<file path="src/hdl/rstc_pkg.sv">
// Constants and types of the reset source controller.
// Assumes a 200 MHz system clock and an APB register port.
package rstc_pkg;

  // ----------------------------------------------------------------
  // Register map
  // ----------------------------------------------------------------
  localparam logic [7:0] RSTC_CAUSE_IDX = 8'hef;
  localparam logic [11:0] RSTC_CAUSE_ADDR = {2'h0, RSTC_CAUSE_IDX, 2'h0};
  localparam int RSTC_ADDR_W = 12;
  localparam int RSTC_DATA_W = 32;
  localparam int RSTC_REG_W = 8;

  // ----------------------------------------------------------------
  // Bit positions in the cause register
  // ----------------------------------------------------------------
  localparam int RSTC_B_PIN = 0;
  localparam int RSTC_B_PWR = 1;
  localparam int RSTC_B_MCD = 2;
  localparam int RSTC_B_WDT = 3;
  localparam int RSTC_B_SW = 4;
  localparam int RSTC_B_CMP = 5;
  localparam int RSTC_B_FLASH = 6;
  localparam int RSTC_B_RTC = 7;

  // ----------------------------------------------------------------
  // Reset values
  // ----------------------------------------------------------------
  localparam logic [7:0] RSTC_FLAGS_POR = 8'h02;
  localparam logic RSTC_SUPPLY_EN_POR = 1'b1;
  localparam logic RSTC_SRC_EN_POR = 1'b0;

  // ----------------------------------------------------------------
  // Timing
  // ----------------------------------------------------------------
  localparam int RSTC_CLK_MHZ = 200;
  localparam int RSTC_MCD_TIMEOUT_US = 100;
  localparam int RSTC_MCD_TIMEOUT_CYC = RSTC_MCD_TIMEOUT_US * RSTC_CLK_MHZ;
  localparam int RSTC_HOLD_CYC = 16;
  localparam int RSTC_WDT_DIV = 12;

  // ----------------------------------------------------------------
  // Sequencer states
  // ----------------------------------------------------------------
  typedef enum logic [1:0] {
    RSTC_RUN = 2'b01,
    RSTC_HOLD = 2'b10
  } rstc_state_t;

endpackage : rstc_pkg

</file>
<file path="src/hdl/rstc_mcd_if.sv">
// Link between the reset controller and its clock loss detector.
// Assumes both ends run on the same system clock.
interface rstc_mcd_if;
  logic enable;
  logic clk_level;
  logic timeout;

  modport ctl (output enable, output clk_level, input timeout);
  modport mon (input enable, input clk_level, output timeout);
endinterface : rstc_mcd_if

</file>
<file path="src/hdl/rstc_top.sv">
// Reset source controller: merges reset sources, records the cause.
// Assumes APB master on i_clk; pin, comparator, supply and watched
// clock inputs are asynchronous; other events come from i_clk logic.

module rstc_top #(
  parameter int MCD_TIMEOUT_CYC = rstc_pkg::RSTC_MCD_TIMEOUT_CYC,
  parameter int HOLD_CYC = rstc_pkg::RSTC_HOLD_CYC
) (
  // Clock and power-on reset
  input wire logic i_clk,
  input wire logic i_rst_n,
  // APB slave
  input wire logic i_psel,
  input wire logic i_penable,
  input wire logic i_pwrite,
  input wire logic [rstc_pkg::RSTC_ADDR_W-1:0] i_paddr,
  input wire logic [rstc_pkg::RSTC_DATA_W-1:0] i_pwdata,
  output logic [rstc_pkg::RSTC_DATA_W-1:0] o_prdata,
  output logic o_pready,
  output logic o_pslverr,
  // Asynchronous sources
  input wire logic i_reset_pin_n,
  input wire logic i_comparator_out,
  input wire logic i_supply_low,
  input wire logic i_core_clock,
  // Power mode and comparator wake-up
  input wire logic i_low_power,
  input wire logic i_cmp_wake_en,
  // Watchdog
  input wire logic i_wdt_overflow,
  input wire logic i_wdt_disable,
  // Flash access checks
  input wire logic i_flash_write_enable,
  input wire logic i_flash_wr_above_lock,
  input wire logic i_flash_rd_above_lock,
  input wire logic i_fetch_above_lock,
  input wire logic i_flash_secure_block,
  input wire logic i_flash_wr_erase,
  // Real-time clock events
  input wire logic i_rtc_fail_det_en,
  input wire logic i_rtc_clk_slow,
  input wire logic i_rtc_alarm_en,
  input wire logic i_rtc_alarm_match,
  // Reset outputs
  output logic o_sys_reset,
  output logic o_reset_pin_out,
  output logic o_reset_pin_oe_n,
  output logic o_supply_mon_en,
  output logic o_wdt_enable,
  output logic o_wdt_tick
);

  localparam int HOLD_W = $clog2(HOLD_CYC + 1);
  localparam logic [HOLD_W-1:0] HOLD_LAST = HOLD_W'(HOLD_CYC - 1);
  localparam logic [3:0] WDT_LAST = 4'(rstc_pkg::RSTC_WDT_DIV - 1);

  // ----------------------------------------------------------------
  // Cause priority
  // ----------------------------------------------------------------
  function automatic logic [7:0] pick_cause(input logic [7:0] src);
    logic [7:0] one;
    one = '0;
    if (src[rstc_pkg::RSTC_B_PWR]) one[rstc_pkg::RSTC_B_PWR] = 1'b1;
    else if (src[rstc_pkg::RSTC_B_PIN]) one[rstc_pkg::RSTC_B_PIN] = 1'b1;
    else if (src[rstc_pkg::RSTC_B_MCD]) one[rstc_pkg::RSTC_B_MCD] = 1'b1;
    else if (src[rstc_pkg::RSTC_B_CMP]) one[rstc_pkg::RSTC_B_CMP] = 1'b1;
    else if (src[rstc_pkg::RSTC_B_WDT]) one[rstc_pkg::RSTC_B_WDT] = 1'b1;
    else if (src[rstc_pkg::RSTC_B_FLASH]) one[rstc_pkg::RSTC_B_FLASH] = 1'b1;
    else if (src[rstc_pkg::RSTC_B_RTC]) one[rstc_pkg::RSTC_B_RTC] = 1'b1;
    else if (src[rstc_pkg::RSTC_B_SW]) one[rstc_pkg::RSTC_B_SW] = 1'b1;
    return one;
  endfunction : pick_cause

  rstc_pkg::rstc_state_t state_q;
  logic [3:0] sync1_q;
  logic [3:0] sync2_q;
  logic pin_n_s;
  logic cmp_s;
  logic supply_low_s;
  logic core_clk_s;
  logic [7:0] flags_q;
  logic [7:0] cause_q;
  logic [7:0] src_d;
  logic mcd_en_q;
  logic cmp_en_q;
  logic rtc_en_q;
  logic supply_en_q;
  logic sw_req_q;
  logic [HOLD_W-1:0] hold_q;
  logic level_hold;
  logic flash_fault;
  logic reg_hit;
  logic wr_fire;
  logic [3:0] div_q;
  logic [1:0] own_drv_q;
  rstc_mcd_if mcd_bus ();

  // ----------------------------------------------------------------
  // Input synchronisers
  // ----------------------------------------------------------------
  always_ff @(posedge i_clk or negedge i_rst_n) begin
    if (!i_rst_n) begin
      sync1_q <= 4'h1;
      sync2_q <= 4'h1;
    end else begin
      sync1_q <= {i_core_clock, i_supply_low, i_comparator_out, i_reset_pin_n};
      sync2_q <= sync1_q;
    end
  end

  assign pin_n_s = sync2_q[0];
  assign cmp_s = sync2_q[1];
  assign supply_low_s = sync2_q[2];
  assign core_clk_s = sync2_q[3];

  // ----------------------------------------------------------------
  // Clock loss detector
  // ----------------------------------------------------------------
  // gated in low power
  assign mcd_bus.enable = mcd_en_q && !i_low_power;
  assign mcd_bus.clk_level = core_clk_s;

  rstc_clk_loss #(
    .TIMEOUT_CYC(MCD_TIMEOUT_CYC)
  ) u_clk_loss (
    .i_clk(i_clk),
    .i_rst_n(i_rst_n),
    .bus(mcd_bus)
  );

  // ----------------------------------------------------------------
  // Source collection
  // ----------------------------------------------------------------
  // illegal flash access
  assign flash_fault = (i_flash_wr_above_lock && i_flash_write_enable) ||
    i_flash_rd_above_lock || i_fetch_above_lock || i_flash_secure_block ||
    (i_flash_wr_erase && !supply_en_q);

  always_comb begin
    src_d = '0;
    // pin reset, not gated, echo of own pin drive masked
    src_d[rstc_pkg::RSTC_B_PIN] = !pin_n_s && o_reset_pin_oe_n && own_drv_q == '0;
    src_d[rstc_pkg::RSTC_B_PWR] = supply_low_s && supply_en_q;
    src_d[rstc_pkg::RSTC_B_MCD] = mcd_bus.timeout;
    // active low comparator, low power wake-up gate
    src_d[rstc_pkg::RSTC_B_CMP] = cmp_en_q && !cmp_s && (!i_low_power || i_cmp_wake_en);
    // watchdog overflow, gated in low power
    src_d[rstc_pkg::RSTC_B_WDT] = i_wdt_overflow && !i_low_power;
    src_d[rstc_pkg::RSTC_B_FLASH] = flash_fault;
    // oscillator fail, alarm, works in low power
    src_d[rstc_pkg::RSTC_B_RTC] = rtc_en_q && ((i_rtc_fail_det_en && i_rtc_clk_slow) ||
      (i_rtc_alarm_en && i_rtc_alarm_match));
    src_d[rstc_pkg::RSTC_B_SW] = sw_req_q;
  end

  assign level_hold = src_d[rstc_pkg::RSTC_B_PIN] || src_d[rstc_pkg::RSTC_B_PWR] ||
    src_d[rstc_pkg::RSTC_B_CMP];

  // ----------------------------------------------------------------
  // Reset sequencer
  // ----------------------------------------------------------------
  // merge and record latest cause
  always_ff @(posedge i_clk or negedge i_rst_n) begin
    if (!i_rst_n) begin
      state_q <= rstc_pkg::RSTC_RUN;
      cause_q <= '0;
      hold_q <= '0;
      o_sys_reset <= 1'b1;
      flags_q <= rstc_pkg::RSTC_FLAGS_POR;
    end else begin
      unique case (state_q)
        rstc_pkg::RSTC_RUN: begin
          o_sys_reset <= 1'b0;
          hold_q <= '0;
          if (|src_d) begin
            state_q <= rstc_pkg::RSTC_HOLD;
            cause_q <= pick_cause(src_d);
            o_sys_reset <= 1'b1;
          end
        end
        rstc_pkg::RSTC_HOLD: begin
          if (hold_q != HOLD_LAST) begin
            hold_q <= hold_q + HOLD_W'(1);
          end else if (!level_hold) begin
            // flag set on exit, only latest cause
            state_q <= rstc_pkg::RSTC_RUN;
            flags_q <= cause_q;
            o_sys_reset <= 1'b0;
          end
        end
      endcase
    end
  end

  // ----------------------------------------------------------------
  // Reset pin drive
  // ----------------------------------------------------------------
  // only supply resets drive the pin
  always_ff @(posedge i_clk or negedge i_rst_n) begin
    if (!i_rst_n) begin
      o_reset_pin_out <= 1'b0;
      o_reset_pin_oe_n <= 1'b1;
      own_drv_q <= '0;
    end else begin
      o_reset_pin_out <= 1'b0;
      own_drv_q <= {own_drv_q[0], !o_reset_pin_oe_n};
      o_reset_pin_oe_n <= !(state_q == rstc_pkg::RSTC_HOLD &&
        cause_q[rstc_pkg::RSTC_B_PWR]);
    end
  end

  // ----------------------------------------------------------------
  // Watchdog enable and clock divider
  // ----------------------------------------------------------------
  // enabled and divided by 12 after any reset
  always_ff @(posedge i_clk or negedge i_rst_n) begin
    if (!i_rst_n) begin
      o_wdt_enable <= 1'b1;
      div_q <= '0;
      o_wdt_tick <= 1'b0;
    end else if (o_sys_reset) begin
      o_wdt_enable <= 1'b1;
      div_q <= '0;
      o_wdt_tick <= 1'b0;
    end else begin
      if (i_wdt_disable) begin
        o_wdt_enable <= 1'b0;
      end
      o_wdt_tick <= (div_q == WDT_LAST);
      div_q <= (div_q == WDT_LAST) ? 4'h0 : div_q + 4'h1;
    end
  end

  // ----------------------------------------------------------------
  // APB slave
  // ----------------------------------------------------------------
  assign reg_hit = (i_paddr == rstc_pkg::RSTC_CAUSE_ADDR);
  assign wr_fire = i_psel && i_penable && o_pready && i_pwrite && reg_hit &&
    state_q == rstc_pkg::RSTC_RUN;

  always_ff @(posedge i_clk or negedge i_rst_n) begin
    if (!i_rst_n) begin
      o_pready <= 1'b0;
      o_pslverr <= 1'b0;
      o_prdata <= '0;
    end else begin
      o_pready <= i_psel && !i_penable;
      o_pslverr <= i_psel && !i_penable && !reg_hit;
      o_prdata <= '0;
      if (i_psel && !i_penable && !i_pwrite && reg_hit) begin
        o_prdata <= {{(rstc_pkg::RSTC_DATA_W - rstc_pkg::RSTC_REG_W){1'b0}}, flags_q};
      end
    end
  end

  // ----------------------------------------------------------------
  // Source enables
  // ----------------------------------------------------------------
  // software enables kept across resets
  always_ff @(posedge i_clk or negedge i_rst_n) begin
    if (!i_rst_n) begin
      mcd_en_q <= rstc_pkg::RSTC_SRC_EN_POR;
      cmp_en_q <= rstc_pkg::RSTC_SRC_EN_POR;
      rtc_en_q <= rstc_pkg::RSTC_SRC_EN_POR;
    end else if (wr_fire) begin
      mcd_en_q <= i_pwdata[rstc_pkg::RSTC_B_MCD];
      cmp_en_q <= i_pwdata[rstc_pkg::RSTC_B_CMP];
      rtc_en_q <= i_pwdata[rstc_pkg::RSTC_B_RTC];
    end
  end

  // supply selection, only power resets restore it
  always_ff @(posedge i_clk or negedge i_rst_n) begin
    if (!i_rst_n) begin
      supply_en_q <= rstc_pkg::RSTC_SUPPLY_EN_POR;
      o_supply_mon_en <= rstc_pkg::RSTC_SUPPLY_EN_POR;
    end else begin
      if (state_q == rstc_pkg::RSTC_HOLD && cause_q[rstc_pkg::RSTC_B_PWR]) begin
        supply_en_q <= 1'b1;
      end else if (wr_fire) begin
        supply_en_q <= i_pwdata[rstc_pkg::RSTC_B_PWR];
      end
      o_supply_mon_en <= supply_en_q;
    end
  end

  // write of bit 4 requests a reset
  always_ff @(posedge i_clk or negedge i_rst_n) begin
    if (!i_rst_n) begin
      sw_req_q <= 1'b0;
    end else begin
      sw_req_q <= wr_fire && i_pwdata[rstc_pkg::RSTC_B_SW];
    end
  end

  // ----------------------------------------------------------------
  // Checks
  // ----------------------------------------------------------------
  chk_pin_reset_entry: assert property (
    @(posedge i_clk) disable iff (!i_rst_n)
    (state_q == rstc_pkg::RSTC_RUN && !pin_n_s && o_reset_pin_oe_n && own_drv_q == '0) |=>
      o_sys_reset && cause_q != '0
  ) else $error("pin reset not entered");
  chk_cause_on_exit: assert property (
    @(posedge i_clk) disable iff (!i_rst_n)
    (state_q == rstc_pkg::RSTC_HOLD) ##1 (state_q == rstc_pkg::RSTC_RUN) |->
      flags_q == $past(cause_q) && $onehot(flags_q)
  ) else $error("cause flags differ from recorded cause");
  chk_lp_gating: assert property (
    @(posedge i_clk) disable iff (!i_rst_n)
    i_low_power |-> !src_d[rstc_pkg::RSTC_B_WDT] && !mcd_bus.enable
  ) else $error("watchdog or clock loss active in low power");
  chk_pin_untouched: assert property (
    @(posedge i_clk) disable iff (!i_rst_n)
    !o_reset_pin_oe_n |-> $past(o_sys_reset) && $past(cause_q[rstc_pkg::RSTC_B_PWR])
  ) else $error("reset pin driven by internal source");
  chk_wdt_after_reset: assert property (
    @(posedge i_clk) disable iff (!i_rst_n)
    $fell(o_sys_reset) |-> o_wdt_enable and
      (##1 (!o_sys_reset) [*8] ##1 (!o_sys_reset) [*3] |=> o_wdt_tick)
  ) else $error("watchdog not enabled at divided rate");
  chk_sw_force: assert property (
    @(posedge i_clk) disable iff (!i_rst_n)
    wr_fire && i_pwdata[rstc_pkg::RSTC_B_SW] |=> ##1 o_sys_reset
  ) else $error("software force did not reset");
  chk_cmp_reset: assert property (
    @(posedge i_clk) disable iff (!i_rst_n)
    (state_q == rstc_pkg::RSTC_RUN && cmp_en_q && !cmp_s && !i_low_power) |=> o_sys_reset
  ) else $error("comparator reset not entered");
  chk_flash_reset: assert property (
    @(posedge i_clk) disable iff (!i_rst_n)
    (state_q == rstc_pkg::RSTC_RUN && i_flash_rd_above_lock) |=> o_sys_reset
  ) else $error("flash fault did not reset");
  chk_supply_kept: assert property (
    @(posedge i_clk) disable iff (!i_rst_n)
    (!wr_fire && !(state_q == rstc_pkg::RSTC_HOLD && cause_q[rstc_pkg::RSTC_B_PWR])) |=>
      $stable(supply_en_q)
  ) else $error("supply selection changed by other reset");

endmodule : rstc_top

</file>
<file path="src/hdl/rstc_clk_loss.sv">
// Clock loss detector: times how long the watched clock holds a level.
// Assumes clk_level is already synchronised to i_clk.
module rstc_clk_loss #(
  parameter int TIMEOUT_CYC = rstc_pkg::RSTC_MCD_TIMEOUT_CYC,
  parameter int CNT_W = $clog2(TIMEOUT_CYC + 1)
) (
  // Clock and reset
  input wire logic i_clk,
  input wire logic i_rst_n,
  // Controller side
  rstc_mcd_if.mon bus
);

  localparam logic [CNT_W-1:0] LAST = CNT_W'(TIMEOUT_CYC - 1);

  logic [CNT_W-1:0] cnt_q;
  logic level_q;
  logic timeout_q;

  // ----------------------------------------------------------------
  // Stuck level timer
  // ----------------------------------------------------------------
  // stuck clock timeout
  always_ff @(posedge i_clk or negedge i_rst_n) begin
    if (!i_rst_n) begin
      cnt_q <= '0;
      level_q <= 1'b0;
      timeout_q <= 1'b0;
    end else begin
      level_q <= bus.clk_level;
      timeout_q <= 1'b0;
      if (!bus.enable || (bus.clk_level != level_q)) begin
        cnt_q <= '0;
      end else if (cnt_q == LAST) begin
        cnt_q <= '0;
        timeout_q <= 1'b1;
      end else begin
        cnt_q <= cnt_q + CNT_W'(1);
      end
    end
  end

  assign bus.timeout = timeout_q;

  // ----------------------------------------------------------------
  // Checks
  // ----------------------------------------------------------------
  chk_mcd_full_window: assert property (
    @(posedge i_clk) disable iff (!i_rst_n)
    timeout_q |-> $past(cnt_q) == LAST && $past(bus.enable)
  ) else $error("clock loss timeout without full stuck window");

endmodule : rstc_clk_loss

</file>
<file path="config.mk">
export PLATFORM = sky130hd
export DESIGN_NAME = rstc_top
export DESIGN_NICKNAME = d
export VERILOG_FILES = /design/src/hdl/rstc_pkg.sv /design/src/hdl/rstc_mcd_if.sv /design/src/hdl/rstc_top.sv /design/src/hdl/rstc_clk_loss.sv
export SDC_FILE = /design/constraint.sdc
export NUM_CORES = 1
export LEC_CHECK = 0
export BUFFER_PORTS_ARGS = -buffer_cell sky130_fd_sc_hd__buf_2
export CORE_ASPECT_RATIO = 1.1
export CORE_MARGIN = 2
export CORE_UTILIZATION = 30
export CTS_CLUSTER_DIAMETER = 40
export DETAILED_ROUTE_END_ITERATION = 6
export PLACE_DENSITY_LB_ADDON = 0.12
export SLEW_MARGIN = 20
export SYNTH_ARGS = -nofsm -noshare
export SYNTH_HDL_FRONTEND = slang
export SYNTH_HIERARCHICAL = 1
export SYNTH_SLANG_ARGS = --single-unit
</file>
<file path="constraint.sdc">
create_clock -name i_clk -period 4.8 [get_ports i_clk]
set_clock_uncertainty 0.2 [all_clocks]
set_input_delay 0.96 -clock i_clk [delete_from_list [all_inputs] [get_ports i_clk]]
set_output_delay 0.96 -clock i_clk [all_outputs]
set_load 0.1 [all_outputs]
</file>
* Word level (Yosys, flattened, before mapping)
Cells that the tools add are included.
Cells by class: add/subtract/negate cells 3, multipliers 0, div/mod/pow operators 0, $lt $le $gt $ge 0, eq/ne operators 11, shifts and indexed selects 0, muxes and demuxes 41, bitwise gates (word level) 2, reduce and logical (&&, ||, !) cells 50
Operators by type and width (count):
- 2-to-1 mux 15 bit | 2
- logical AND 1 bit | 23
- 2-to-1 mux 1 bit | 23
- adder 15 x 1 -> 15 bit (second input constant) | 1
- equality test 15 bit (second input constant) | 1
- equality test 12 x 10 -> 1 bit (second input constant) | 1
- 2-to-1 mux 2 bit | 6
- 2-to-1 mux 6 bit | 2
- zero test 1 bit | 10
- 2-to-1 mux 5 bit | 2
- case mux 5 bit (2 select lines) | 1
- logical OR 1 bit | 9
- 2-to-1 mux 4 bit | 2
- 2-to-1 mux 8 bit | 1
- != test 2 bit (second input constant) | 4
- OR reduction 8 bit | 1
- AND reduction 3 bit | 2
- adder 5 x 1 -> 5 bit (second input constant) | 1
- != test 5 x 4 -> 1 bit (second input constant) | 1
- adder 4 x 1 -> 4 bit (second input constant) | 1
- equality test 4 bit (second input constant) | 1
- case mux 2 bit (2 select lines) | 1
- AND reduction 2 bit | 2
- nonzero test 2 bit | 2
- 6 further kinds | 7
Word-level totals: flip-flop bits (word level) 74, latch bits 0, RAM bits 0, ROM bits 0, bits of input ports 67, output and inout bits 40, logic and storage cells 131, memories 0

* Logic depth before layout (Yosys ltp)
Gate-level depths: netlist of run 1.
depth in word-level cells 11, depth in mapped cells 7, gate-level depth less buffers 6

* Hierarchy
The synthesis of run 1 kept the hierarchy.
By module, submodules not included:
- rstc_top | instances 1, cells an instance 208, area each 2529.9 um^2, sequential area each 1437.6 um^2
- rstc_clk_loss | instances 1, cells an instance 78, area each 795.8 um^2, sequential area each 425.4 um^2

* Worst setup path before layout of run 1
No wires, ideal clock.
kind input-to-reg, from in i_paddr[10] in the netlist's numbering, to reg cmp_en_q, library setup time 0.125 ns, arrival 2.262 ns, data required time 4.475 ns, setup slack 2.213 ns, stages 5, path buffers 1, cells stage by stage and4bb_2 -> nand3_2 -> or4_4 -> buf_6 -> mux2_4
Between the ends: longest elaborated chain between the ends 3
RTL lines:
- start: declaration | line rstc_top.sv:16 | input wire logic [rstc_pkg::RSTC_ADDR_W-1:0] i_paddr,
- equality test 12 x 10 -> 1 bit | line rstc_top.sv:237 | assign reg_hit = (i_paddr == rstc_pkg::RSTC_CAUSE_ADDR);
- logical AND 1 bit (2 in a row) | line rstc_top.sv:238 | assign wr_fire = i_psel && i_penable && o_pready && i_pwrite && reg_hit &&
- end signal: assignment | line rstc_top.sv:263 | cmp_en_q <= rstc_pkg::RSTC_SRC_EN_POR;
- end signal: assignment | line rstc_top.sv:267 | cmp_en_q <= i_pwdata[rstc_pkg::RSTC_B_CMP];
- end: declaration | line rstc_top.sv:85 | logic cmp_en_q;
Every way passes these cells. A chain may end at the register's enable or synchronous reset.

* Worst setup path after layout of run 1
from reg o_sys_reset, to out o_sys_reset
RTL lines:
- start: declaration | line rstc_top.sv:45 | output logic o_sys_reset,
- start signal: assignment | line rstc_top.sv:168 | o_sys_reset <= 1'b1;
- start signal: assignment | line rstc_top.sv:173 | o_sys_reset <= 1'b0;
- start signal: assignment | line rstc_top.sv:178 | o_sys_reset <= 1'b1;
No word-level cell between the ends.

==> out/qor.yml, run 1 <==
route:
  wl_met2_um: 2870
  viasPerCell: 4.28
  wl_um: 6040
  drt_iter0_drc: 49
  drt-pass1-iter-count: 4
  num_vias: 2132
  avgRoutedWirePerCell_um: 12.1
  top_layer: "met4"
  met3_length_um: 262
  route.antenna.remaining_nets: 0
  wl_met1_um: 2720
  drc: 0
synth:
  yosysTopAreaCell: "dfrtp_1"
  syn_avg_cell_area_um2: 11.6
  async_flop_share_pct: 100
  syn-instance-count: 286
  synth_seq_cells: 74
  synth.top_cell.area_share_pct: 48.9
  yosysSeqAreaShare_pct: 56.0
  ys_warn_count: 6
  synth-edff-count: 0
  syn_area_mm2: 0.00333
  synthTopCellsByArea: "dfrtp_1 (49%), dfstp_2 (7.1%), buf_4 (5.6%)"
  ys.flop_type: "dfrtp_1"
  yosys.cell_types.count: 53
sta:
  setup_tns_ns: 0
  min_period_ns: 2.51
  maxSlewHeadroom_pct: 36.0
  fin_crit_sh_pct: 52.2
  fmax_mhz: 399
  rsz0062_at_grt: "no"
  finalWorstSetupSlack_ns: 2.29
  setup_violations: 0
  slew_viol_final: 0
  finalHoldViolations: 0
  worst_pin_slew_ns: 0.958
critical_path:
  critPathCaptureType: "primary output"
  crit_fanout: 6
  crit_chain: "buf_2"
  cp_slowest_cell: "dfstp_2"
  critPathLaunchType: "register"
  cp_num_buf_inv: 1
  path_delay_family: "flip-flops"
  crit_required_ns: 3.64
  crit_type: "register to primary output"
  critPathMaxStageDelay_ns: 0.57
  arrival_ns: 1.35
die:
  ios: 107
  core_mm2: 0.0109
  die_w_um: 104
  die_area_mm2: 0.0119
  die_h_um: 114
  start_util_pct: 30.6
  placementRows: 40
placement:
  finalWeightedCongestion: 0.821
  place_hpwl_um: 4280
  post-place-ws_ns: 1.91
  portBuffers: 54
final_layout:
  layout_commonest_cell: "dfrtp_1"
  fillerInstances: 1102
  nNetsFinal: 417
  drive_above_1_share_pct: 29.3
  final_cell_mix: "dfrtp_1 (65), buf_2 (54), nor2_1 (29), conb_1 (25), inv_1 (18)"
  area_growth_pct: 18.5
  antenna_cells: 0
clocking:
  cts.sinks: 74
  cts_max_level: 3
  postCtsHoldBufs: 0
  cts_tree: "done"
  cts_made_buffers: 9
  cts_resized: 0
  insertion_delay_ns: 0.33
  clkTransAtPathRegs_ns: 0.05
  cts_buffer_depth: 2
  cts_setup_buffers: 0
  root_buffer: "clkbuf_16"
global_route:
  grt_pass1_vias: 1996
  globalRouteTotalUtil_pct: 10.9
  antenna_found_initial: 0
  grt_pass1_wl_um: 10000
  grt_max_degree: 56
  grt-ovfl-total: 0
outcome:
  outcome: "finished, final reports clean"
power_and_ir_drop:
  max-vdd-ir-drop_uv: 140
  p_leak_nw: 1.82
  power.density_mw_per_mm2: 436
worst_hold_path:
  hp-class: "register to register"
run:
  maxCapViolCount: 0
final cells by class:
class | instances | area (um2) | area share [%]
Timing Repair Buffer | 55 | 278 | 7.05
Clock inverter | 2 | 10.0 | 0.254
Clock buffer | 14 | 274 | 6.95
Inverter | 18 | 67.6 | 1.71
Multi-Input combinational cell | 188 | 1260 | 32.1
Tap cell | 147 | 184 | 4.67
Sequential cell | 74 | 1860 | 47.3
metrics by stage:
stage          hold WS [ns]  cells  instance area [um2]  utilization (%)  power (mW)
6_report              0.146    498                 3940             36.3        1.72
5_1_grt               0.155    498                 3940             36.3        1.82
4_1_cts               0.149    498                 3940             36.3        1.74
3_5_place_dp          0.136    482                 3660             33.7        1.10
3_3_place_gp          0.133    482                 3660             33.7        1.10
2_1_floorplan         0.131    310                 3420                -        1.05
cell families after synthesis:
logic type | Yosys count | synth area share [%]
AO/OA/AOI/OAI | 24 | 6.25
XOR/XNOR | 18 | 4.74
adder cells (fa/ha/maj) | 4 | 1.50
buffers and inverters | 48 | 8.69
flip-flops | 74 | 56.0
multiplexers | 15 | 5.38
other | 1 | 0.113
AND/OR/NAND/NOR | 102 | 17.3
power by group:
group | leakage, nW | switching [mW] | total [mW] | internal, mW
Combinational | 0.728 | 0.249 | 0.343 | 0.0945
Clock | 0.143 | 0.244 | 0.635 | 0.391
Sequential | 0.947 | 0.0433 | 0.741 | 0.698
Total | 1.82 | 0.536 | 1.72 | 1.18
sequential cells by signal, indices dropped and copies added (netlist names), 2 cells and up:
signal and flops:
cause_q 8, div_q 4, flags_q 8, hold_q 5, o_prdata 8, own_drv_q 2
state_q 2, sync1_q 4, sync2_q 4, u_clk_loss/cnt_q 15
layer usage:
layer / track usage (%) / vias to the layer above
met5: 0 / -
met4: 7.66 / 0
met3: 2.39 / 13
met2: 16.2 / 57
met1: 14.3 / 1012
li1: - / 1050
path summary, 6_finish.rpt:
check / slack [ns] / from / depth (start not counted) / endpoint
max in group asynchronous: 2.96 / i_rst_n / 2 / u_clk_loss/cnt_q[7]
max: 2.29 / o_sys_reset / 1 / o_sys_reset
min: 0.15 / sync1_q[3] / 0 / sync2_q[3]
min reg2reg: 0.15 / sync1_q[3] / 0 / sync2_q[3]
min in group asynchronous: 0.37 / i_rst_n / 1 / o_wdt_tick
max reg2reg: 2.38 / hold_q[0] / 6 / flags_q[5]
cell usage after synthesis (2+ instances only):
library cell / number
dfrtp_1: 65
nor2_1: 29
buf_4: 25
inv_1: 18
nand2_1: 13
xnor2_1: 12
mux2_2: 11
and2_1: 9
dfstp_2: 9
nand3_1: 7
nor2b_1: 7
xor2_1: 6
a21oi_1: 5
nand4_1: 5
nor3_1: 5
ha_1: 4
nand2b_1: 4
nor4_1: 4
clkbuf_1: 3
mux2_4: 3
a22o_1: 2
and4_1: 2
buf_6: 2
nand3_2: 2
o21ai_0: 2
o22ai_1: 2
o32ai_1: 2
or3_1: 2
or4_4: 2
(Power assumes the default switching activity.)
==> run 2, diff against run 1 <==
- clock period: 4.8 -> 2.1 ns (I/O delays scaled with it)
==> run 2 against run 1 <==
  * Clock power is 120% higher
  * Worst setup slack worse by 2.3 ns
  * Via count is 2.5% higher
  * Critical path type is now register to register
  * The run now ends with negative setup slack left
==> out/qor.yml, run 2 (synthesis results as in run 1) <==
outcome:
  outcome: "finished with violations"
  violations: "negative setup slack"
clocking:
  cts_max_level: 3  # unchanged
  root_buffer: "clkbuf_16"
  cts.sinks: 74  # unchanged
  clkTransAtPathRegs_ns: 0.06  # about the same
  cts_setup_buffers: 0  # unchanged
  cts_buffer_depth: 2  # unchanged
  cts_made_buffers: 9  # unchanged
  insertion_delay_ns: 0.32  # about the same
  cts_tree: "done"
worst_hold_path:
  hp-class: "primary input to register"
  hp-start: "i_wdt_disable"
critical_path:
  r2r_start: "o_reset_pin_oe_n"
  critPathCaptureType: "register"
  crit_required_ns: 2.11  # -1.53 ns
  crit_path_start: "o_reset_pin_oe_n"
  crit_type: "register to register"
  critPathLaunchType: "register"
  arrival_ns: 2.15  # +0.80 ns
  crit_fanout: 5  # -1
final_layout:
  drive_above_1_share_pct: 33.0  # +3.6 points
  fillerInstances: 1090  # -1.1%
  nNetsFinal: 439  # +5.3%
  largest_reg_flops: 15  # unchanged
  final_util_pct: 38.1  # +1.9 points
  antenna_cells: 0  # unchanged
  layout_commonest_cell: "dfrtp_1"
  final_cell_mix: "dfrtp_1 (64), buf_2 (54), nor2_1 (29), conb_1 (25), inv_1 (18)"
  area_growth_pct: 24.6
  largest-register: "u_clk_loss/cnt_q"
sta:
  slew_viol_final: 0  # unchanged
  setup_violations: 3  # +3
  min_period_ns: 2.14
  finalHoldViolations: 0  # unchanged
  rsz0062_at_grt: "yes"
  finalWorstSetupSlack_ns: -0.0441  # -2.34 ns
  fmax_mhz: 466
  fin_crit_sh_pct: 102
route:
  avgRoutedWirePerCell_um: 11.9  # -1.5%
  drt_iter0_drc: 48  # -2.0%
  drc: 0  # unchanged
  wl_um: 6210  # +2.9%
  num_vias: 2186  # +2.5%
  route.antenna.remaining_nets: 0  # unchanged
  viasPerCell: 4.20  # -1.8%
  drt-pass1-iter-count: 4  # unchanged
global_route:
  grt_pass1_wl_um: 10300  # +2.7%
  grt-ovfl-total: 0  # unchanged
  grt_pass1_vias: 2139  # +7.2%
  grtUsageMet3_pct: 2.28  # -0.11 points
  gr-usage-met1_pct: 14.2  # -0.14 points
  gr-max-usage-layer: "met2"
  antenna_found_initial: 0  # unchanged
  grt_use_met2_pct: 17.8  # +1.7 points
  globalRouteTotalUtil_pct: 11.1  # +0.20 points
  grt_max_degree: 55  # -1.8%
placement:
  portBuffers: 54  # unchanged
  post-place-ws_ns: -0.0656  # -1.97 ns
  finalWeightedCongestion: 0.783  # -4.6%
  place_hpwl_um: 4630  # +8.0%
die:
  start_util_pct: 30.6  # unchanged
  die_area_mm2: 0.0119  # unchanged
  placementRows: 40  # unchanged
  die_w_um: 104  # unchanged
  core_mm2: 0.0109  # unchanged
  ios: 107  # unchanged
  die_h_um: 114  # unchanged
power_and_ir_drop:
  p_leak_nw: 1.92  # +5.8%
  power.density_mw_per_mm2: 944  # +120%
  max-vdd-ir-drop_uv: 563  # +300%
run:
  maxCapViolCount: 0  # unchanged
run 2: power by group:
group          leakage [nW]  switching, mW  total [mW]  internal (mW)
logic                 0.839          0.580       0.831          0.251
clock network         0.139          0.535        1.39          0.858
registers             0.945         0.0923        1.69           1.60
total                  1.92           1.21        3.91           2.71
run 2: layer usage:
metal	part of all wire [%]	wire, um
met1	44	2730
met2	51	3140
met3	3.7	227
met4	1.9	117
met5	0	0
run 2: worst max-delay path, cell delays in order (launching register included):
cell	delay, ns
dfstp_4	0.60
or4b_4	0.49
o2111a_2	0.17
a31oi_4	0.20
mux2_2	0.36
run 2: repair_timing:
action                     CTS  global route
pin swaps                    0             0
gates resized for setup      0             2
hold endpoints to repair    69             0
setup endpoints to repair    3            22
hold buffers                 5             0
run 2: through the flow:
step / cells / cell area, um2 / setup TNS, ns / hold slack (ns) / power [mW]
after floorplan: 310 / 3420 / -1.62 / -0.0756 / 2.39
after global placement: 499 / 3800 / -0.294 / 0.136 / 2.54
after detailed placement: 499 / 3800 / -0.325 / 0.135 / 2.55
after CTS: 520 / 4130 / -0.196 / 0.0513 / 3.98
after global routing: 520 / 4140 / -0.461 / 0.0600 / 4.15
final: 520 / 4140 / -0.127 / 0.0547 / 3.91
run 2: final cells by class:
type / count / area (um2) / share of cell area, %
Timing Repair Buffer: 77 / 468 / 11.3
Clock inverter: 3 / 15.0 / 0.362
Sequential cell: 74 / 1870 / 45.1
Multi-Input combinational cell: 188 / 1280 / 30.9
Clock buffer: 13 / 260 / 6.28
Inverter: 18 / 67.6 / 1.63
Tap cell: 147 / 184 / 4.44
run 2: final timing paths:
path / slack, ns / to / cells past startpoint
max: -0.04 / cause_q[0] / 4
min: 0.05 / o_wdt_enable / 2
max reg2reg: -0.04 / cause_q[0] / 4
min reg2reg: 0.15 / sync2_q[3] / 0
max in group asynchronous: 0.96 / flags_q[1] / 3
min in group asynchronous: 0.43 / hold_q[2] / 3
==> run 3, diff against run 2 <==
- ABC_AREA: default -> 1
- SLEW_MARGIN: 20 -> 10
==> run 3 against run 2 <==
  * The flow now finishes without violations
  * Sequential power rose by 2%
  * Critical path depth down 3
  * Routed wire length rose by 4.0%
  * Combinational power up 2.6%
  * Worst hold slack got worse by 0.011 ns
  * Die area rose by 3.1%
  * Area after synthesis increased by 3.2%
  * Clock power increased by 27%
  * Non-clock buffer count fell by 16
  * Critical path type is now register to primary output
==> out/qor.yml, run 3 <==
route:
  route.antenna.remaining_nets: 0  # unchanged
  num_vias: 2524  # +15%
  drc: 0  # unchanged
  drt_iter0_drc: 98  # +100%
  wl_um: 6460  # +4.0%
  viasPerCell: 4.15  # -1.2%
  avgRoutedWirePerCell_um: 10.6  # -11%
  drt-pass1-iter-count: 4  # unchanged
power_and_ir_drop:
  pwr-share-clk_pct: 40.5  # +4.9 points
  power.density_mw_per_mm2: 1030  # +9.5%
  seq_power_share_pct: 39.9  # -3.3 points
  p_int_mw: 3.04  # +12%
  power_mw: 4.35  # +11%
  p_comb_share_pct: 19.6  # -1.6 points
  p_sw_mw: 1.31  # +8.3%
  max-vdd-ir-drop_uv: 400  # -29%
  switching_share_pct: 30.1  # -0.77 points
  p_leak_nw: 2.17  # +13%
die:
  core_mm2: 0.0111  # +1.8%
  start_util_pct: 31.0  # +0.42 points
  die_w_um: 106  # +1.5%
  ios: 107  # unchanged
  placementRows: 40  # unchanged
  die_area_mm2: 0.0123  # +3.1%
  die_h_um: 116  # +1.6%
sta:
  setup_tns_ns: 0  # +0.127 ns
  rsz0062_at_grt: "no"
  min_period_ns: 1.94  # -0.208 ns
  finalWorstSetupSlack_ns: 0.164  # +0.208 ns
  setup_violations: 0  # -3
  slew_viol_final: 0  # unchanged
  fmax_mhz: 517  # +11%
  worst_hold_slack_ns: 0.0442  # -0.0106 ns
  fin_crit_sh_pct: 92.2  # -9.9 points
  finalHoldViolations: 0  # unchanged
synth:
  yosysSeqAreaShare_pct: 54.3  # -1.8 points
  synth.top_cell.area_share_pct: 47.4  # -1.5 points
  netlist_top_cells_count: "nand2_1 (73), nor2_1 (71), dfrtp_1 (65)"
  ys.flop_type: "dfrtp_1"
  synth_most_common_cell: "nand2_1"
  synthTopCellsByArea: "dfrtp_1 (47%), nand2_1 (8.0%), nor2_1 (7.8%)"
  synth_seq_cells: 74  # unchanged
  yosys.cell_types.count: 34  # -36%
  syn-instance-count: 386  # +35%
  syn_avg_cell_area_um2: 8.89  # -24%
  syn_area_mm2: 0.00343  # +3.2%
  synth-edff-count: 0  # unchanged
  async_flop_share_pct: 100  # unchanged
  ys_warn_count: 6  # unchanged
  yosysTopAreaCell: "dfrtp_1"
final_layout:
  layout_commonest_cell: "nand2_1"
  final_cell_mix: "nand2_1 (73), nor2_1 (71), dfrtp_1 (65), buf_2 (53), inv_1 (42)"
  nNetsFinal: 527  # +20%
  final_cells: 608  # +17%
  largest_reg_flops: 15  # unchanged
  largest-register: "u_clk_loss/cnt_q"
  antenna_cells: 0  # unchanged
  area_growth_pct: 22.4
  drive_above_1_share_pct: 23.4  # -9.5 points
global_route:
  grt-ovfl-total: 0  # unchanged
  grt_pass1_wl_um: 11400  # +10%
  globalRouteTotalUtil_pct: 11.8  # +0.66 points
  grt_pass1_vias: 2466  # +15%
  antenna_found_initial: 0  # unchanged
  grt_max_degree: 34  # -38%
clocking:
  cts_tree: "done"
  cts.sinks: 74  # unchanged
  cts_made_buffers: 9  # unchanged
  clkTransAtPathRegs_ns: 0.05  # about the same
  insertion_delay_ns: 0.33  # about the same
  cts_setup_buffers: 0  # unchanged
  cts_max_level: 3  # unchanged
  cts_buffer_depth: 2  # unchanged
  root_buffer: "clkbuf_16"
critical_path:
  r2r_start: "hold_q[0]"
  cp_num_buf_inv: 1  # +1
  critPathLaunchType: "register"
  critPathMaxStageDelay_ns: 0.56  # -0.04 ns
  arrival_ns: 1.32  # -0.83 ns
  crit_fanout: 4  # -1
  crit_path_start: "o_sys_reset"
  path_delay_family: "flip-flops"
  crit_required_ns: 1.48  # -0.63 ns
  crit_chain: "buf_2"
  cp_slowest_cell: "dfstp_2"
  critPathCaptureType: "primary output"
  crit_type: "register to primary output"
worst_hold_path:
  hp-start: "i_wdt_disable"
  hp-class: "primary input to register"
outcome:
  outcome: "finished, final reports clean"
placement:
  portBuffers: 54  # unchanged
  place_inst: 587  # +18%
  finalWeightedCongestion: 0.831  # +6.0%
  place_hpwl_um: 4860  # +5.0%
  post-place-ws_ns: 0.234  # +0.300 ns
run:
  maxCapViolCount: 0  # unchanged
-- run 3: final timing paths --
kind	to	cells after the start	slack (ns)
setup / recovery	o_sys_reset	1	0.16
hold / removal	o_wdt_enable	2	0.04
setup reg to reg	flags_q[7]	9	0.23
hold reg to reg	sync2_q[1]	0	0.15
max in group asynchronous	u_clk_loss/cnt_q[5]	3	0.79
min in group asynchronous	o_wdt_tick	2	0.33
-- run 3: logic make-up after synthesis --
logic type / count (synthesis) / synth area share, %
flops: 74 / 54.3
xor+xnor: 6 / 1.53
fa+ha+maj: 4 / 1.46
simple gates: 206 / 28.0
buf+inv: 71 / 10.7
other cells: 1 / 0.109
compound gates: 24 / 3.90
-- run 3: repair_timing --
item / CTS / global route
resized for setup: 0 / 0
setup endpoints to repair: 0 / 0
endpoints found under the hold margin: 22 / 0
hold buffers: 5 / 0
-- run 3: per-layer routing --
layer  GRT usage [%]  up-vias  routed length (um)
met1            15.5     1146                3120
met5               0        -                   0
li1                -     1297                   -
met4            6.14        0                 143
met2            17.8       67                2860
met3            3.40       14                 336
-- run 3: metrics by stage --
step | cell area [um2] | util [%]
finish | 4200 | 38.0
global route | 4200 | 38.0
detailed placement | 3810 | 34.4
floorplan | 3520 | -
global placement | 3810 | 34.4
CTS | 4200 | 38.0
-- run 3: layout make-up --
| type | count | area [um2] |
|---|---|---|
| clock buffers | 11 | 243 |
| clock inverters | 5 | 103 |
| fillers | 1149 | 6860 |
| inverters | 45 | 169 |
| multi-input cells | 265 | 1290 |
| flip-flops and latches | 74 | 1860 |
| well taps | 147 | 184 |
| repair buffers | 61 | 350 |
-- run 3: power by group through the flow --
stage | Clock (mW) | Combinational, mW | Sequential [mW]
after global routing | 1.90 | 0.959 | 1.76
after floorplan | 0 | 0.563 | 1.91
after CTS | 1.82 | 0.863 | 1.74
final | 1.76 | 0.853 | 1.73
after detailed placement | 0 | 0.853 | 1.76
after global placement | 0 | 0.844 | 1.75
